**src/rtl/dpq_cfg.svh**
```systemverilog
// How it works
// - dual phase runs only on even channels; the paired odd channel goes inactive
// - uses pulse inputs a and b plus one auxiliary input; counts both ways
// - no counting until the first synchronisation; software must trigger one first
// - every synchronisation loads the count with the preset word
// - on synchronisation the prior count may be stored in capture slot zero
// - gate low ignores both pulse inputs, so only a sync can change the count
// - count is signed 32-bit, full two's-complement range
// - preset lives in a software-writable word, changeable at run time
// - eight decode configurations; up/down pulses after reset
// - up/down: a rising counts up, b rising counts down
// - pulse/direction: a rising counts up with b low, down with b high
// - quadrature x1: a rising with b low up, a falling with b low down
// - x2 adds: a falling with b high up, a rising with b high down
// - x4 adds the b edges qualified by the level of a
// - reverse quadrature swaps up and down of the matching normal mode
// - lock mode: past a limit hold it, drop validity, raise limit flag until preset
// - rollover mode: wrap to opposite limit, set flag, clear on reset command edge
// - sync reference flag set on preset, cleared on sync reset command edge
`ifndef DPQ_CFG_SVH
`define DPQ_CFG_SVH

`define DPQ_CTRL_OFF    12'h000
`define DPQ_PRESET_OFF  12'h004
`define DPQ_COUNT_OFF   12'h008
`define DPQ_CAPT_OFF    12'h00c
`define DPQ_STAT_OFF    12'h010
`define DPQ_IRQ_OFF     12'h014
`define DPQ_MASK_OFF    12'h018

`define DPQ_C_GATE      0
`define DPQ_C_MODE_LO   1
`define DPQ_C_MODE_HI   3
`define DPQ_C_ROLL      4
`define DPQ_C_CAPEN     5
`define DPQ_C_DUAL      6
`define DPQ_C_SYNC      7
`define DPQ_C_SRST      8
`define DPQ_C_MRST      9
`define DPQ_CTRL_W      10
`define DPQ_CTRL_RST    10'h000

`define DPQ_IRQ_W       4
`define DPQ_I_SYNC      0
`define DPQ_I_ROLL      1
`define DPQ_I_HIGH      2
`define DPQ_I_LOW       3

`define DPQ_CNT_MAX     32'sh7fffffff
`define DPQ_CNT_MIN     32'sh80000000

`endif

```
**src/rtl/dpq_pkg.sv**
```systemverilog
package dpq_pkg;
    typedef enum logic [2:0] {
        DPQ_UPDOWN,
        DPQ_PULSE_DIR,
        DPQ_NORM_X1,
        DPQ_NORM_X2,
        DPQ_NORM_X4,
        DPQ_REV_X1,
        DPQ_REV_X2,
        DPQ_REV_X4
    } dpq_mode_t;
endpackage

```
**src/rtl/dpq_counter.sv**
```systemverilog
// Local design decisions: the register addresses and the APB register port.
`include "dpq_cfg.svh"
`timescale 1ns/1ps
`default_nettype none
module dpq_counter #(
    parameter int unsigned CHANNEL = 0,
    parameter int unsigned ADDR_W  = 12
) (
    input  wire logic              clk,
    input  wire logic              rst_b,
    input  wire logic              psel,
    input  wire logic              penable,
    input  wire logic              pwrite,
    input  wire logic [ADDR_W-1:0] paddr,
    input  wire logic [31:0]       pwdata,
    output var  logic [31:0]       prdata,
    output var  logic              pready,
    output var  logic              pslverr,
    input  wire logic              in_a,
    input  wire logic              in_b,
    input  wire logic              in_aux,
    output var  logic              pair_inactive,
    output var  logic              irq
);
    import dpq_pkg::*;

    localparam logic EVEN_CH = (CHANNEL % 2) == 0;

    // input synchronisers and previous samples
    logic [2:0] sync1, sync2, prev;
    logic [2:0] next_sync1, next_sync2, next_prev;

    // registers
    logic [`DPQ_CTRL_W-1:0] ctrl, ctrl_q;
    logic [31:0]            preset;
    logic [31:0]            capture_slot_zero;
    logic [`DPQ_IRQ_W-1:0]  irq_stat, irq_mask;
    logic signed [31:0]     count;
    logic synced, valid, high_lim, low_lim, roll_flag, sync_ref;
    logic [`DPQ_CTRL_W-1:0] next_ctrl, next_ctrl_q;
    logic [31:0]            next_preset, next_capture;
    logic [`DPQ_IRQ_W-1:0]  next_irq_stat, next_irq_mask;
    logic signed [31:0]     next_count;
    logic next_synced, next_valid, next_high, next_low, next_roll, next_sref;
    logic [31:0] next_prdata;
    logic        next_pready, next_pslverr, next_pair, next_irq;

    // decode
    logic      a_lvl, b_lvl, rise_a, fall_a, rise_b, fall_b;
    logic      up, dn, up_n, dn_n, dual_ok, active;
    logic      sync_edge, srst_edge, mrst_edge, acc, wr, rd, hit;
    dpq_mode_t mode;
    logic [`DPQ_IRQ_W-1:0] irq_ev;

    always_comb begin
        next_sync1 = {in_aux, in_b, in_a};
        next_sync2 = sync1;
        next_prev  = sync2;
    end

    always_ff @(posedge clk) begin
        if (!rst_b) begin
            sync1 <= 3'h0;
            sync2 <= 3'h0;
            prev  <= 3'h0;
        end else begin
            sync1 <= next_sync1;
            sync2 <= next_sync2;
            prev  <= next_prev;
        end
    end

    always_comb begin
        a_lvl  = sync2[0];
        b_lvl  = sync2[1];
        rise_a = sync2[0] & ~prev[0];
        fall_a = ~sync2[0] & prev[0];
        rise_b = sync2[1] & ~prev[1];
        fall_b = ~sync2[1] & prev[1];
        mode   = dpq_mode_t'(ctrl[`DPQ_C_MODE_HI:`DPQ_C_MODE_LO]);
        // normal quadrature terms, graded by resolution
        up_n = rise_a & ~b_lvl;
        dn_n = fall_a & ~b_lvl;
        if (mode == DPQ_NORM_X2 || mode == DPQ_NORM_X4 ||
            mode == DPQ_REV_X2 || mode == DPQ_REV_X4) begin
            up_n = up_n | (fall_a & b_lvl);
            dn_n = dn_n | (rise_a & b_lvl);
        end
        if (mode == DPQ_NORM_X4 || mode == DPQ_REV_X4) begin
            up_n = up_n | (rise_b & a_lvl) | (fall_b & ~a_lvl);
            dn_n = dn_n | (rise_b & ~a_lvl) | (fall_b & a_lvl);
        end
        unique case (mode)
            DPQ_UPDOWN: begin
                up = rise_a;
                dn = rise_b;
            end
            DPQ_PULSE_DIR: begin
                up = rise_a & ~b_lvl;
                dn = rise_a & b_lvl;
            end
            DPQ_NORM_X1, DPQ_NORM_X2, DPQ_NORM_X4: begin
                up = up_n;
                dn = dn_n;
            end
            DPQ_REV_X1, DPQ_REV_X2, DPQ_REV_X4: begin
                up = dn_n;
                dn = up_n;
            end
        endcase
    end

    always_comb begin
        dual_ok   = EVEN_CH & ctrl[`DPQ_C_DUAL];
        active    = dual_ok & synced & ctrl[`DPQ_C_GATE];
        sync_edge = dual_ok & ctrl[`DPQ_C_SYNC] & ~ctrl_q[`DPQ_C_SYNC];
        srst_edge = ctrl[`DPQ_C_SRST] & ~ctrl_q[`DPQ_C_SRST];
        mrst_edge = ctrl[`DPQ_C_MRST] & ~ctrl_q[`DPQ_C_MRST];
        acc       = psel & penable & pready;
        wr        = acc & pwrite;
        rd        = psel & ~penable & ~pwrite;
        hit       = (paddr == ADDR_W'(`DPQ_CTRL_OFF))   || (paddr == ADDR_W'(`DPQ_PRESET_OFF)) ||
                    (paddr == ADDR_W'(`DPQ_COUNT_OFF))  || (paddr == ADDR_W'(`DPQ_CAPT_OFF))   ||
                    (paddr == ADDR_W'(`DPQ_STAT_OFF))   || (paddr == ADDR_W'(`DPQ_IRQ_OFF))    ||
                    (paddr == ADDR_W'(`DPQ_MASK_OFF));
    end

    // counting core; simultaneous up and down cancel
    always_comb begin
        next_count   = count;
        next_synced  = synced;
        next_valid   = valid;
        next_high    = high_lim;
        next_low     = low_lim;
        next_roll    = roll_flag;
        next_sref    = sync_ref;
        next_capture = capture_slot_zero;
        irq_ev       = '0;
        if (sync_edge) begin
            if (ctrl[`DPQ_C_CAPEN])
                next_capture = count;
            next_count  = preset;
            next_synced = 1'b1;
            next_valid  = 1'b1;
            next_high   = 1'b0;
            next_low    = 1'b0;
            next_sref   = 1'b1;
            irq_ev[`DPQ_I_SYNC] = 1'b1;
        end else if (active && (up ^ dn)) begin
            if (up) begin
                if (count == `DPQ_CNT_MAX) begin
                    if (ctrl[`DPQ_C_ROLL]) begin
                        next_count = `DPQ_CNT_MIN;
                        next_roll  = 1'b1;
                        irq_ev[`DPQ_I_ROLL] = 1'b1;
                    end else begin
                        next_valid = 1'b0;
                        next_high  = 1'b1;
                        irq_ev[`DPQ_I_HIGH] = 1'b1;
                    end
                end else begin
                    next_count = count + 32'sh1;
                end
            end else begin
                if (count == `DPQ_CNT_MIN) begin
                    if (ctrl[`DPQ_C_ROLL]) begin
                        next_count = `DPQ_CNT_MAX;
                        next_roll  = 1'b1;
                        irq_ev[`DPQ_I_ROLL] = 1'b1;
                    end else begin
                        next_valid = 1'b0;
                        next_low   = 1'b1;
                        irq_ev[`DPQ_I_LOW] = 1'b1;
                    end
                end else begin
                    next_count = count - 32'sh1;
                end
            end
        end
        // a flag event in the clearing cycle survives: set after clear
        if (srst_edge && !sync_edge)
            next_sref = 1'b0;
        if (mrst_edge && !irq_ev[`DPQ_I_ROLL])
            next_roll = 1'b0;
    end

    // register file
    always_comb begin
        next_ctrl     = ctrl;
        next_ctrl_q   = ctrl;
        next_preset   = preset;
        next_irq_mask = irq_mask;
        next_irq_stat = irq_stat;
        if (wr && paddr == ADDR_W'(`DPQ_CTRL_OFF))
            next_ctrl = pwdata[`DPQ_CTRL_W-1:0];
        if (wr && paddr == ADDR_W'(`DPQ_PRESET_OFF))
            next_preset = pwdata;
        if (wr && paddr == ADDR_W'(`DPQ_MASK_OFF))
            next_irq_mask = pwdata[`DPQ_IRQ_W-1:0];
        if (wr && paddr == ADDR_W'(`DPQ_IRQ_OFF))
            next_irq_stat = irq_stat & ~pwdata[`DPQ_IRQ_W-1:0];
        next_irq_stat = next_irq_stat | irq_ev;
        next_irq      = |(next_irq_stat & next_irq_mask);
        next_pair     = dual_ok;
        // no wait state: pready answers the first access cycle
        next_pready   = psel & ~penable;
        next_pslverr  = psel & ~penable & ~hit;
        next_prdata   = prdata;
        if (rd) begin
            unique case (1'b1)
                paddr == ADDR_W'(`DPQ_CTRL_OFF):   next_prdata = 32'(ctrl);
                paddr == ADDR_W'(`DPQ_PRESET_OFF): next_prdata = preset;
                paddr == ADDR_W'(`DPQ_COUNT_OFF):  next_prdata = count;
                paddr == ADDR_W'(`DPQ_CAPT_OFF):   next_prdata = capture_slot_zero;
                paddr == ADDR_W'(`DPQ_STAT_OFF):   next_prdata = {24'h0, pair_inactive,
                    sync2[2], low_lim, high_lim, valid, sync_ref, roll_flag, synced};
                paddr == ADDR_W'(`DPQ_IRQ_OFF):    next_prdata = 32'(irq_stat);
                paddr == ADDR_W'(`DPQ_MASK_OFF):   next_prdata = 32'(irq_mask);
                default:                           next_prdata = 32'h0;
            endcase
        end
    end

    always_ff @(posedge clk) begin
        if (!rst_b) begin
            ctrl              <= `DPQ_CTRL_RST;
            ctrl_q            <= `DPQ_CTRL_RST;
            preset            <= 32'h0;
            capture_slot_zero <= 32'h0;
            irq_stat          <= '0;
            irq_mask          <= '0;
            count             <= 32'sh0;
            synced            <= 1'b0;
            valid             <= 1'b0;
            high_lim          <= 1'b0;
            low_lim           <= 1'b0;
            roll_flag         <= 1'b0;
            sync_ref          <= 1'b0;
            prdata            <= 32'h0;
            pready            <= 1'b0;
            pslverr           <= 1'b0;
            pair_inactive     <= 1'b0;
            irq               <= 1'b0;
        end else begin
            ctrl              <= next_ctrl;
            ctrl_q            <= next_ctrl_q;
            preset            <= next_preset;
            capture_slot_zero <= next_capture;
            irq_stat          <= next_irq_stat;
            irq_mask          <= next_irq_mask;
            count             <= next_count;
            synced            <= next_synced;
            valid             <= next_valid;
            high_lim          <= next_high;
            low_lim           <= next_low;
            roll_flag         <= next_roll;
            sync_ref          <= next_sref;
            prdata            <= next_prdata;
            pready            <= next_pready;
            pslverr           <= next_pslverr;
            pair_inactive     <= next_pair;
            irq               <= next_irq;
        end
    end
endmodule
`default_nettype wire

```
**config.mk**
```make
export PLATFORM = sky130hd
export DESIGN_NAME = dpq_counter
export DESIGN_NICKNAME = d
export VERILOG_FILES = /design/src/rtl/dpq_pkg.sv /design/src/rtl/dpq_counter.sv
export VERILOG_INCLUDE_DIRS = /design/src /design/src/rtl
export SDC_FILE = /design/constraint.sdc
export NUM_CORES = 1
export LEC_CHECK = 0
export ABC_AREA = 1
export BUFFER_PORTS_ARGS = -buffer_cell sky130_fd_sc_hd__buf_2
export CORE_ASPECT_RATIO = 1.4
export CORE_MARGIN = 2
export CORE_UTILIZATION = 54
export CTS_CLUSTER_DIAMETER = 60
export CTS_CLUSTER_SIZE = 30
export DETAILED_ROUTE_END_ITERATION = 6
export GPL_ROUTABILITY_DRIVEN = 0
export PLACE_DENSITY = 0.73
export REMOVE_ABC_BUFFERS = 1
export SETUP_SLACK_MARGIN = 0.4
export SYNTH_ARGS = -nofsm -noshare
export SYNTH_HDL_FRONTEND = slang
export SYNTH_SLANG_ARGS = --single-unit
export TNS_END_PERCENT = 100
```
**constraint.sdc**
```tcl
create_clock -name clk -period 2.08 [get_ports clk]
set_input_delay 0.208 -clock clk [delete_from_list [all_inputs] [get_ports clk]]
set_output_delay 0.208 -clock clk [all_outputs]
set_load 0.05 [all_outputs]
```
==> impl_metrics.yaml, run 1 <==
synthesis:
  syn_inst: 1444
  ys_ff_latch: 167
  synth_edf_count: 0
  synth.distinct_cells: 47
  synth_warnings: 0
  ys_seq_area_share_pct: 35.4
  syn_area_um2: 9450
  syn-mean-instance-area_um2: 6.54
  ys.flop_type: "dfxtp_1"
  async_reset_ff_share_pct: 0
pwr:
  p_leak_nw: 5.25
  power.density_nw_per_um2: 542
  irDropWorstVdd_mv: 0.472
clocking:
  cts_tree: "built"
  cts-root-buf: "clkbuf_16"
  clockBufferDepth: 2
  cts-htree-levels: 4
  clock_latency_ns: 0.44
  numCtsBuffers: 17
  clk_pin_slew_ns: 0.07
  cts_sinks: 167
timing:
  rsz0062_at_grt: "true"
  clock_skew_ns: 0.0174
  setup_viol: 32
  drv_slew: 0
  slew_headroom_pct: 45.7
  finalCritPeriodShare_pct: 111
  tightest_slew_ns: 0.814
  whs_ns: 0.0474
  clock.fmax_mhz: 432
  post-route-min-period_ns: 2.31
  fin_ws_ns: -0.234
  finalHoldViolCount: 0
worst_setup_path:
  cp.arrival_ns: 2.63
  worstPathRequired_ns: 2.39
  startpoint_type: "flop"
  max_stage_delay_ns: 0.48
  critical_path_class: "reg2reg"
  path_max_fanout: 8
  critPathTopFamily: "simple AND/OR/NAND/NOR gates"
  cp-end-kind: "flop"
  crit_chain: "inv_1 > nor4_1 > nand4_1 > nor2_2 > nand2_2 > nand3_4 > nand2_8 > clkbuf_16 > o21ai_1 > nor2_1"
  path_buf_inv: 2
  slowest_stage: "dfxtp_1"
global_routing:
  grt_use_total_pct: 35.7
  grt_max_degree: 117
  grt_pass1_wl_um: 52500
  gr-total-overflow: 0
  grt_antenna_before_repair: 0
  grt_pass1_vias: 10613
routing:
  route.detailed.drc: 0
  dr_wl_met3_um: 2180
  wire_per_inst_um: 17.6
  detail_route.vias_per_cell: 5.80
  wirelength_um: 33600
  met1_length_um: 12400
  top_layer_used: "met4"
  wl_met2_um: 16200
  ant_nets: 0
  via_count: 11064
  first_pass_iters: 6
  drtIter0Drc: 1192
final_layout:
  nets: 1715
  final_common_cell: "nand2_1"
  diodes: 0
  area_growth_pct: 30.7
  final_util_pct: 71.6
  layout-drive-gt1-share_pct: 27.0
  final_cell_mix: "nand2_1 (252), buf_4 (182), inv_1 (158)"
die:
  dieArea_um2: 18600
  num_io_pins: 88
  rows: 57
  core_area_um2: 17300
  die_w_um: 116
  start_util_pct: 54.7
  die_y_um: 161
status:
  violations: "setup timing"
  outcome: "complete, but fails checks"
place:
  dpl.hpwl_um: 22900
  portBuffers: 87
  place_ws_ns: -0.152
run:
  cap_violations: 0
worst_hold_path:
  hold_class: "in2reg"
## worst register-to-register path: stages, from the launching register on
cell       delay, ns
dfxtp_1         0.48
inv_1           0.18
nor4_1          0.39
nand4_1         0.20
nor2_2          0.18
nand2_2         0.09
nand3_4         0.12
nand2_8         0.11
clkbuf_16       0.21
o21ai_1         0.15
nor2_1          0.07
## cell families after synthesis
family                   after synthesis  share of synthesized area, %
adder cells (fa/ha/maj)                3                         0.397
XOR/XNOR                              30                          2.78
buffers and inverters                261                          11.5
AND/OR/NAND/NOR                      601                          27.7
AO/OA/AOI/OAI                        382                          22.3
flip-flops                           167                          35.4
## cell type report
type                    count  area (um^2)
clock inverters            11          124
well taps                 236          295
inverters                 173          667
repair buffers            285         2050
flip-flops and latches    167         3380
clock buffers              21          460
fillers                  1490         4910
multi-input cells        1016         5370
## what timing repair did
item                       in CTS  in global routing
pin swaps                      15                 16
gates resized for setup        98                 54
hold endpoints to repair        3                  0
cloned                          0                  3
buffers inserted               14                  9
hold buffers                    3                  0
setup endpoints to repair      41                 74
## worst paths after layout
check,from,to,slack (ns),cells past startpoint
worst max-delay path,count[28]$_SDFFE_PN0P_,count[3]$_SDFFE_PN0P_,-0.23,10
worst min-delay path,pwdata[28],preset[28]$_SDFFE_PN0P_,0.05,3
worst max register to register,count[28]$_SDFFE_PN0P_,count[3]$_SDFFE_PN0P_,-0.23,10
worst min register to register,next_sync2[2]$_SDFF_PN0_,next_prev[2]$_SDFF_PN0_,0.42,2
## through the flow
step           cells  total power, mW  cell area [um^2]   TNS [ns]
2_1_floorplan   1356             3.41              9020     -82.56
3_5_place_dp    1848             3.57             11100      -3.93
6_report        1909             6.69             12400      -4.40
3_3_place_gp    1848             3.57             11100      -1.22
5_1_grt         1909             6.89             12400      -7.02
4_1_cts         1897             6.70             12100  -0.000923
## report_power, final
group / internal (mW) / switching, mW
logic: 0.123 / 0.206
registers: 3.20 / 0.00535
clock network: 1.83 / 1.33
total: 5.15 / 1.54
## Yosys cell counts (26+ instances only)
library cell,instances,area [um^2]
a21oi_1,136,681
clkbuf_1,54,203
dfxtp_1,167,3340
inv_1,163,612
nand2_1,266,998
nand3_1,64,320
nand4_1,26,163
nor2_1,175,657
nor3_1,28,140
o21ai_0,156,781
o221ai_1,27,236
xor2_1,30,263
## registers in the layout, indices dropped and copies added, names as in the netlist
name	flops
capture_slot_zero	32
count	32
ctrl	10
ctrl_q	4
high_lim	1
irq	1
irq_mask	4
irq_stat	4
low_lim	1
next_prev	3
next_sync2	3
prdata	32
pready	1
preset	32
prev	2
pslverr	1
roll_flag	1
sync_ref	1
synced	1
valid	1
## metal layers
metal | GRT usage, % | vias to the layer above
met3 | 5.96 | 218
li1 | - | 5220
met5 | 0 | -
met1 | 40.5 | 5072
met4 | 26.8 | 0
met2 | 59.2 | 554
(Power assumes the default switching activity.)
==> run 2: changes to the inputs <==
--- a/config.mk
+++ b/config.mk
@@ -8,3 +8,2 @@
 export LEC_CHECK = 0
-export ABC_AREA = 1
 export BUFFER_PORTS_ARGS = -buffer_cell sky130_fd_sc_hd__buf_2
@@ -12,3 +11,4 @@
 export CORE_MARGIN = 2
-export CORE_UTILIZATION = 54
+export CORE_UTILIZATION = 55
+export CTS_BUF_LIST = sky130_fd_sc_hd__clkbuf_8
 export CTS_CLUSTER_DIAMETER = 60
@@ -17,3 +17,3 @@
 export GPL_ROUTABILITY_DRIVEN = 0
-export PLACE_DENSITY = 0.73
+export PLACE_DENSITY = 0.75
 export REMOVE_ABC_BUFFERS = 1
==> constraint.sdc (replaced) <==
create_clock -name clk -period 2.08 [get_ports clk]
set_input_delay 0.312 -clock clk [delete_from_list [all_inputs] [get_ports clk]]
set_output_delay 0.312 -clock clk [all_outputs]
set_load 0.05 [all_outputs]
==> impl_metrics.yaml, run 2 <==
routing:
  wire_per_inst_um: 21.3
  ant_nets: 0
  first_pass_iters: 7
  route.detailed.drc: 52
  wirelength_um: 33500
  via_count: 10437
  drtIter0Drc: 1514
  detail_route.vias_per_cell: 6.63
timing:
  rsz0062_at_grt: "true"
  drv_slew: 0
  slew_headroom_pct: 60.7
  finalCritPeriodShare_pct: 149
  clock_skew_ns: 0.0156
  clock.fmax_mhz: 324
  tightest_slew_ns: 0.585
  setup_viol: 40
  finalHoldViolCount: 0
  fin_ws_ns: -1.01
  whs_ns: 0.0313
  post-route-min-period_ns: 3.09
clocking:
  cts_tree: "built"
  clk_pin_slew_ns: 0.09
  clockBufferDepth: 2
  clock_latency_ns: 0.49
  cts_sinks: 167
  cts-root-buf: "clkbuf_8"
  cts-htree-levels: 4
  numCtsBuffers: 17
synthesis:
  ys.flop_type: "dfxtp_1"
  synth.distinct_cells: 72
  ys_ff_latch: 167
  synth_warnings: 0
  async_reset_ff_share_pct: 0
  yosysTopAreaCellShare_pct: 37.0
  synth.area.top_cells: "dfxtp_1 (37%), nand2_1 (8.9%), a21boi_0 (5.8%)"
  ys_top_cells_by_count: "nand2_1 (214), dfxtp_1 (167), clkbuf_1 (89)"
  yosysTopAreaCell: "dfxtp_1"
  yosysMostFrequentCell: "nand2_1"
  synth_edf_count: 0
  syn_area_um2: 9030
  syn_inst: 1156
  syn-mean-instance-area_um2: 7.81
  ys_seq_area_share_pct: 37.0
final_layout:
  area_growth_pct: 36.3
  fin_area_um2: 12300
  diodes: 0
  layout-drive-gt1-share_pct: 34.0
  final_common_cell: "nand2_1"
  nets: 1417
  final_cell_mix: "nand2_1 (209), buf_4 (165), dfxtp_1 (153)"
worst_hold_path:
  hold_class: "in2reg"
  hp-start: "in_aux"
  min_to: "next_sync2[2]$_SDFF_PN0_"
  holdPathStages: 2
worst_setup_path:
  cp-end-kind: "flop"
  path_max_fanout: 7
  startpoint_type: "flop"
  r2r_slack_ns: -1.01
  r2r-end: "count[9]$_SDFFE_PN0P_"
  critical_path_class: "reg2reg"
  timing.rr.start: "count[15]$_SDFFE_PN0P_"
  worstPathRequired_ns: 2.45
  cp.arrival_ns: 3.46
  ff2ff_path_depth: 11
die:
  dieArea_um2: 17500
  rows: 55
  start_util_pct: 56.1
  die_w_um: 112
  core_area_um2: 16100
  num_io_pins: 88
  die_y_um: 156
pwr:
  irDropWorstVdd_mv: 0.533
  power.density_nw_per_um2: 517
  p_leak_nw: 4.98
place:
  portBuffers: 87
  dpl.hpwl_um: 19500
  dpl_cell_area_um2: 10700
global_routing:
  gr-total-overflow: 0
  grt_max_degree: 94
  grt_use_total_pct: 33.2
  grt_antenna_before_repair: 0
  grt_pass1_wl_um: 46900
  grt_pass1_vias: 9513
status:
  outcome: "complete, but fails checks"
  violations: "DRC, setup timing"
run:
  cap_violations: 0
-- run 2: changes by cell type after synthesis, moves of 27 or more --
cell      change
a21boi_0     +70
a21oi_1      -83
a22oi_1      +27
clkbuf_1     +35
inv_1       -155
nand2_1      -52
nand3_1      -35
nor2_1      -116
o21ai_0      -77
xor2_1       -28
-- run 2: how the worst max path moves through the flow --
stage / start / to / slack (ns) / cells after the start
finish: count[15]$_SDFFE_PN0P_ / count[9]$_SDFFE_PN0P_ / -1.01 / 11
global route: count[15]$_SDFFE_PN0P_ / count[9]$_SDFFE_PN0P_ / -1.0 / 11
CTS: count[2]$_SDFFE_PN0P_ / count[26]$_SDFFE_PN0P_ / -0.51 / 9
detailed placement: ctrl[1]$_SDFFE_PN0P_ / count[29]$_SDFFE_PN0P_ / -0.66 / 10
global placement: count[2]$_SDFFE_PN0P_ / count[28]$_SDFFE_PN0P_ / -0.62 / 11
floorplan: penable / prdata[1]$_SDFFE_PN0P_ / -2.49 / 4
-- run 2: critical path: stages (launching register included) --
cell and delay, ns:
dfxtp_1 0.33, or3_1 0.42, nand2b_4 0.19, buf_4 0.17
nor3_1 0.24, nand3b_1 0.24, nor2_4 0.31, mux2_4 0.29
nor2_4 0.07, buf_8 0.15, a31o_4 0.23, a221oi_2 0.33
-- run 2: what timing repair did --
item,in CTS,in global routing
resized for setup,135,93
cloned,1,1
pin swaps,25,30
endpoints found under the hold margin,0,0
buffers inserted,18,14
endpoints found under the setup margin,67,137
hold buffers,0,0
-- run 2: layout make-up --
class                           count  area [um^2]
Clock buffer                       18          248
Clock inverter                     14          173
Inverter                            8         30.0
Timing Repair Buffer              295         2290
Multi-Input combinational cell    873         5940
Sequential cell                   167         3370
Fill cell                        1083         3800
Tap cell                          199          249
-- run 2: kinds of logic after synthesis --
kind of cell / after synthesis / synth area share (%)
compound gates: 370 / 28.8
xor+xnor: 9 / 0.873
fa+ha+maj: 3 / 0.416
buf+inv: 116 / 5.27
flops: 167 / 37.0
mux: 31 / 3.52
simple gates: 460 / 24.1
-- run 2: where the power goes --
part / internal [mW] / total, mW / switching, mW / leakage, nW
registers: 3.23 / 3.25 / 0.0193 / 1.36
logic: 0.223 / 0.580 / 0.357 / 3.41
clock network: 1.23 / 2.53 / 1.30 / 0.210
total: 4.68 / 6.36 / 1.68 / 4.98
-- run 2: metal layers --
metal  up-vias  wire [um]  track usage (%)
met5         -          0                0
met4         0       2620             21.7
met3       285       3140             6.18
met2       712      15500             55.5
met1      4840      12200             39.0
li1       4600          -                -
-- run 2: metrics by stage --
step           instances  util, %  setup TNS (ns)  setup WS (ns)  power (mW)
2_1_floorplan       1048        -         -174.18          -2.49        3.60
3_3_place_gp        1508     66.4          -17.84         -0.616        3.82
3_5_place_dp        1508     66.4          -20.20         -0.655        3.82
4_1_cts             1559     73.5          -14.26         -0.506        6.33
5_1_grt             1574     76.4          -27.22         -0.998        6.53
6_report            1574     76.4          -24.84          -1.01        6.36
==> run 3: changes to the inputs <==
Settings changed: SETUP_SLACK_MARGIN 0.4 to not set.
==> impl_metrics.yaml, run 3 (synthesized netlist as in run 2, its figures left out) <==
status:
  outcome: "complete, but fails checks"
  violations: "setup timing"
worst_setup_path:
  critPathTopFamily: "simple AND/OR/NAND/NOR gates"
  startpoint_type: "flop"
  slowest_stage: "or4_4"
  path_buf_inv: 1
  cp-end-kind: "flop"
  crit_top_cell: "or3_4"
  path_max_fanout: 6
  timing.rr.start: "count[4]$_SDFFE_PN0P_"
  crit_chain: "or3_4 > buf_6 > or4_4 > or3_4 > or2_4 > nand3_1 > o21ai_1 > nor3_1 > o31ai_1"
  worstPathRequired_ns: 2.45
  r2r_slack_ns: -0.61
  ff2ff_path_depth: 9
  max_stage_delay_ns: 0.51
  cp.arrival_ns: 3.06
  critical_path_class: "reg2reg"
  r2r-end: "count[31]$_SDFFE_PN0P_"
timing:
  post-route-min-period_ns: 2.69
  finalCritPeriodShare_pct: 129
  drv_slew: 0
  slew_headroom_pct: 50.9
  setup_viol: 40
  tightest_slew_ns: 0.730
  finalHoldViolCount: 0
  rsz0062_at_grt: "true"
  clock_skew_ns: 0.0143
  clock.fmax_mhz: 372
  fin_ws_ns: -0.611
place:
  dpl_cell_area_um2: 10700
  dpl.hpwl_um: 19500
  portBuffers: 87
  placedCellCount: 1508
  place_ws_ns: -0.655
clocking:
  numCtsBuffers: 17
  clk_pin_slew_ns: 0.09
  cts-root-buf: "clkbuf_8"
  cts-htree-levels: 4
  clockBufferDepth: 2
  cts_tree: "built"
  clock_latency_ns: 0.49
  cts_sinks: 167
  holdBufCountCts: 0
worst_hold_path:
  min_to: "next_sync2[2]$_SDFF_PN0_"
  hp-start: "in_aux"
  hold_class: "in2reg"
  holdPathStages: 2
final_layout:
  final_common_cell: "nand2_1"
  fillers: 1133
  area_growth_pct: 34.2
  diodes: 0
  final_cells: 1568
  register_area_um2: 3360
  nets: 1411
  layout-drive-gt1-share_pct: 32.8
  final_cell_mix: "nand2_1 (209), buf_4 (167), dfxtp_1 (157)"
  multiInputGateArea_um2: 5890
  fin_area_um2: 12100
pwr:
  p_sw_share_pct: 26.2
  p_leak_nw: 4.90
  power.switching_mw: 1.66
  irDropWorstVdd_mv: 0.492
  power.density_nw_per_um2: 523
  power_frac_seq_pct: 51.3
  p_clk_share_pct: 39.9
  p_int_mw: 4.67
  p_comb_share_pct: 8.9
routing:
  drtIter0Drc: 1233
  ant_nets: 0
  first_pass_iters: 6
  wirelength_um: 31200
  wire_per_inst_um: 19.9
  route.detailed.drc: 0
  detail_route.vias_per_cell: 6.48
  via_count: 10153
die:
  start_util_pct: 56.1
  die_w_um: 112
  die_y_um: 156
  num_io_pins: 88
  core_area_um2: 16100
  dieArea_um2: 17500
  rows: 55
run:
  cap_violations: 0
global_routing:
  gr-total-overflow: 0
  grt_use_total_pct: 32.6
  grt_antenna_before_repair: 0
  grt_max_degree: 94
  grt_pass1_wl_um: 46100
  grt_pass1_vias: 9312
==> run 3: area by class of cell <==
type | instances | share of cell area (%)
Tap cell | 199 | 2.06
Multi-Input combinational cell | 873 | 48.6
Timing Repair Buffer | 289 | 17.9
Clock buffer | 18 | 2.05
Sequential cell | 167 | 27.8
Clock inverter | 14 | 1.43
Inverter | 8 | 0.248
==> run 3: metrics by stage <==
stage / hold WS [ns] / utilization [%] / TNS [ns] / power, mW
6_report: 0.0273 / 75.2 / -17.67 / 6.34
3_5_place_dp: 0.427 / 66.4 / -20.20 / 3.82
2_1_floorplan: 0.412 / - / -174.18 / 3.60
3_3_place_gp: 0.429 / 66.4 / -17.84 / 3.82
4_1_cts: 0.0169 / 72.6 / -14.34 / 6.32
5_1_grt: 0.0313 / 75.2 / -20.59 / 6.51
==> run 3: routing by layer <==
| layer | share of wire [%] | GRT usage (%) |
|---|---|---|
| met1 | 37 | 38.8 |
| met2 | 48 | 55.2 |
| met3 | 8.3 | 4.93 |
| met4 | 6.9 | 20.2 |
| met5 | 0 | 0 |
==> run 3: how the worst max path moves through the flow <==
stage / slack, ns / start / endpoint / cells past startpoint
detailed placement: -0.66 / ctrl[1]$_SDFFE_PN0P_ / count[29]$_SDFFE_PN0P_ / 10
floorplan: -2.49 / penable / prdata[1]$_SDFFE_PN0P_ / 4
global route: -0.65 / count[3]$_SDFFE_PN0P_ / count[29]$_SDFFE_PN0P_ / 12
global placement: -0.62 / count[2]$_SDFFE_PN0P_ / count[28]$_SDFFE_PN0P_ / 11
finish: -0.61 / count[4]$_SDFFE_PN0P_ / count[31]$_SDFFE_PN0P_ / 9
CTS: -0.51 / count[2]$_SDFFE_PN0P_ / count[7]$_SDFFE_PN0P_ / 8
==> run 3: power groups by stage <==
| stage | Clock, mW | Sequential, mW | Combinational [mW] |
|---|---|---|---|
| 6_report | 2.53 | 3.25 | 0.563 |
| 5_1_grt | 2.66 | 3.25 | 0.597 |
| 4_1_cts | 2.54 | 3.25 | 0.535 |
| 3_5_place_dp | 0 | 3.33 | 0.500 |
| 3_3_place_gp | 0 | 3.32 | 0.494 |
| 2_1_floorplan | 0 | 3.43 | 0.170 |
==> run 3: timing repair <==
action | CTS | global route
buffers inserted | 14 | 17
setup endpoints to repair | 40 | 40
gates resized for setup | 115 | 83
pin swaps | 20 | 38
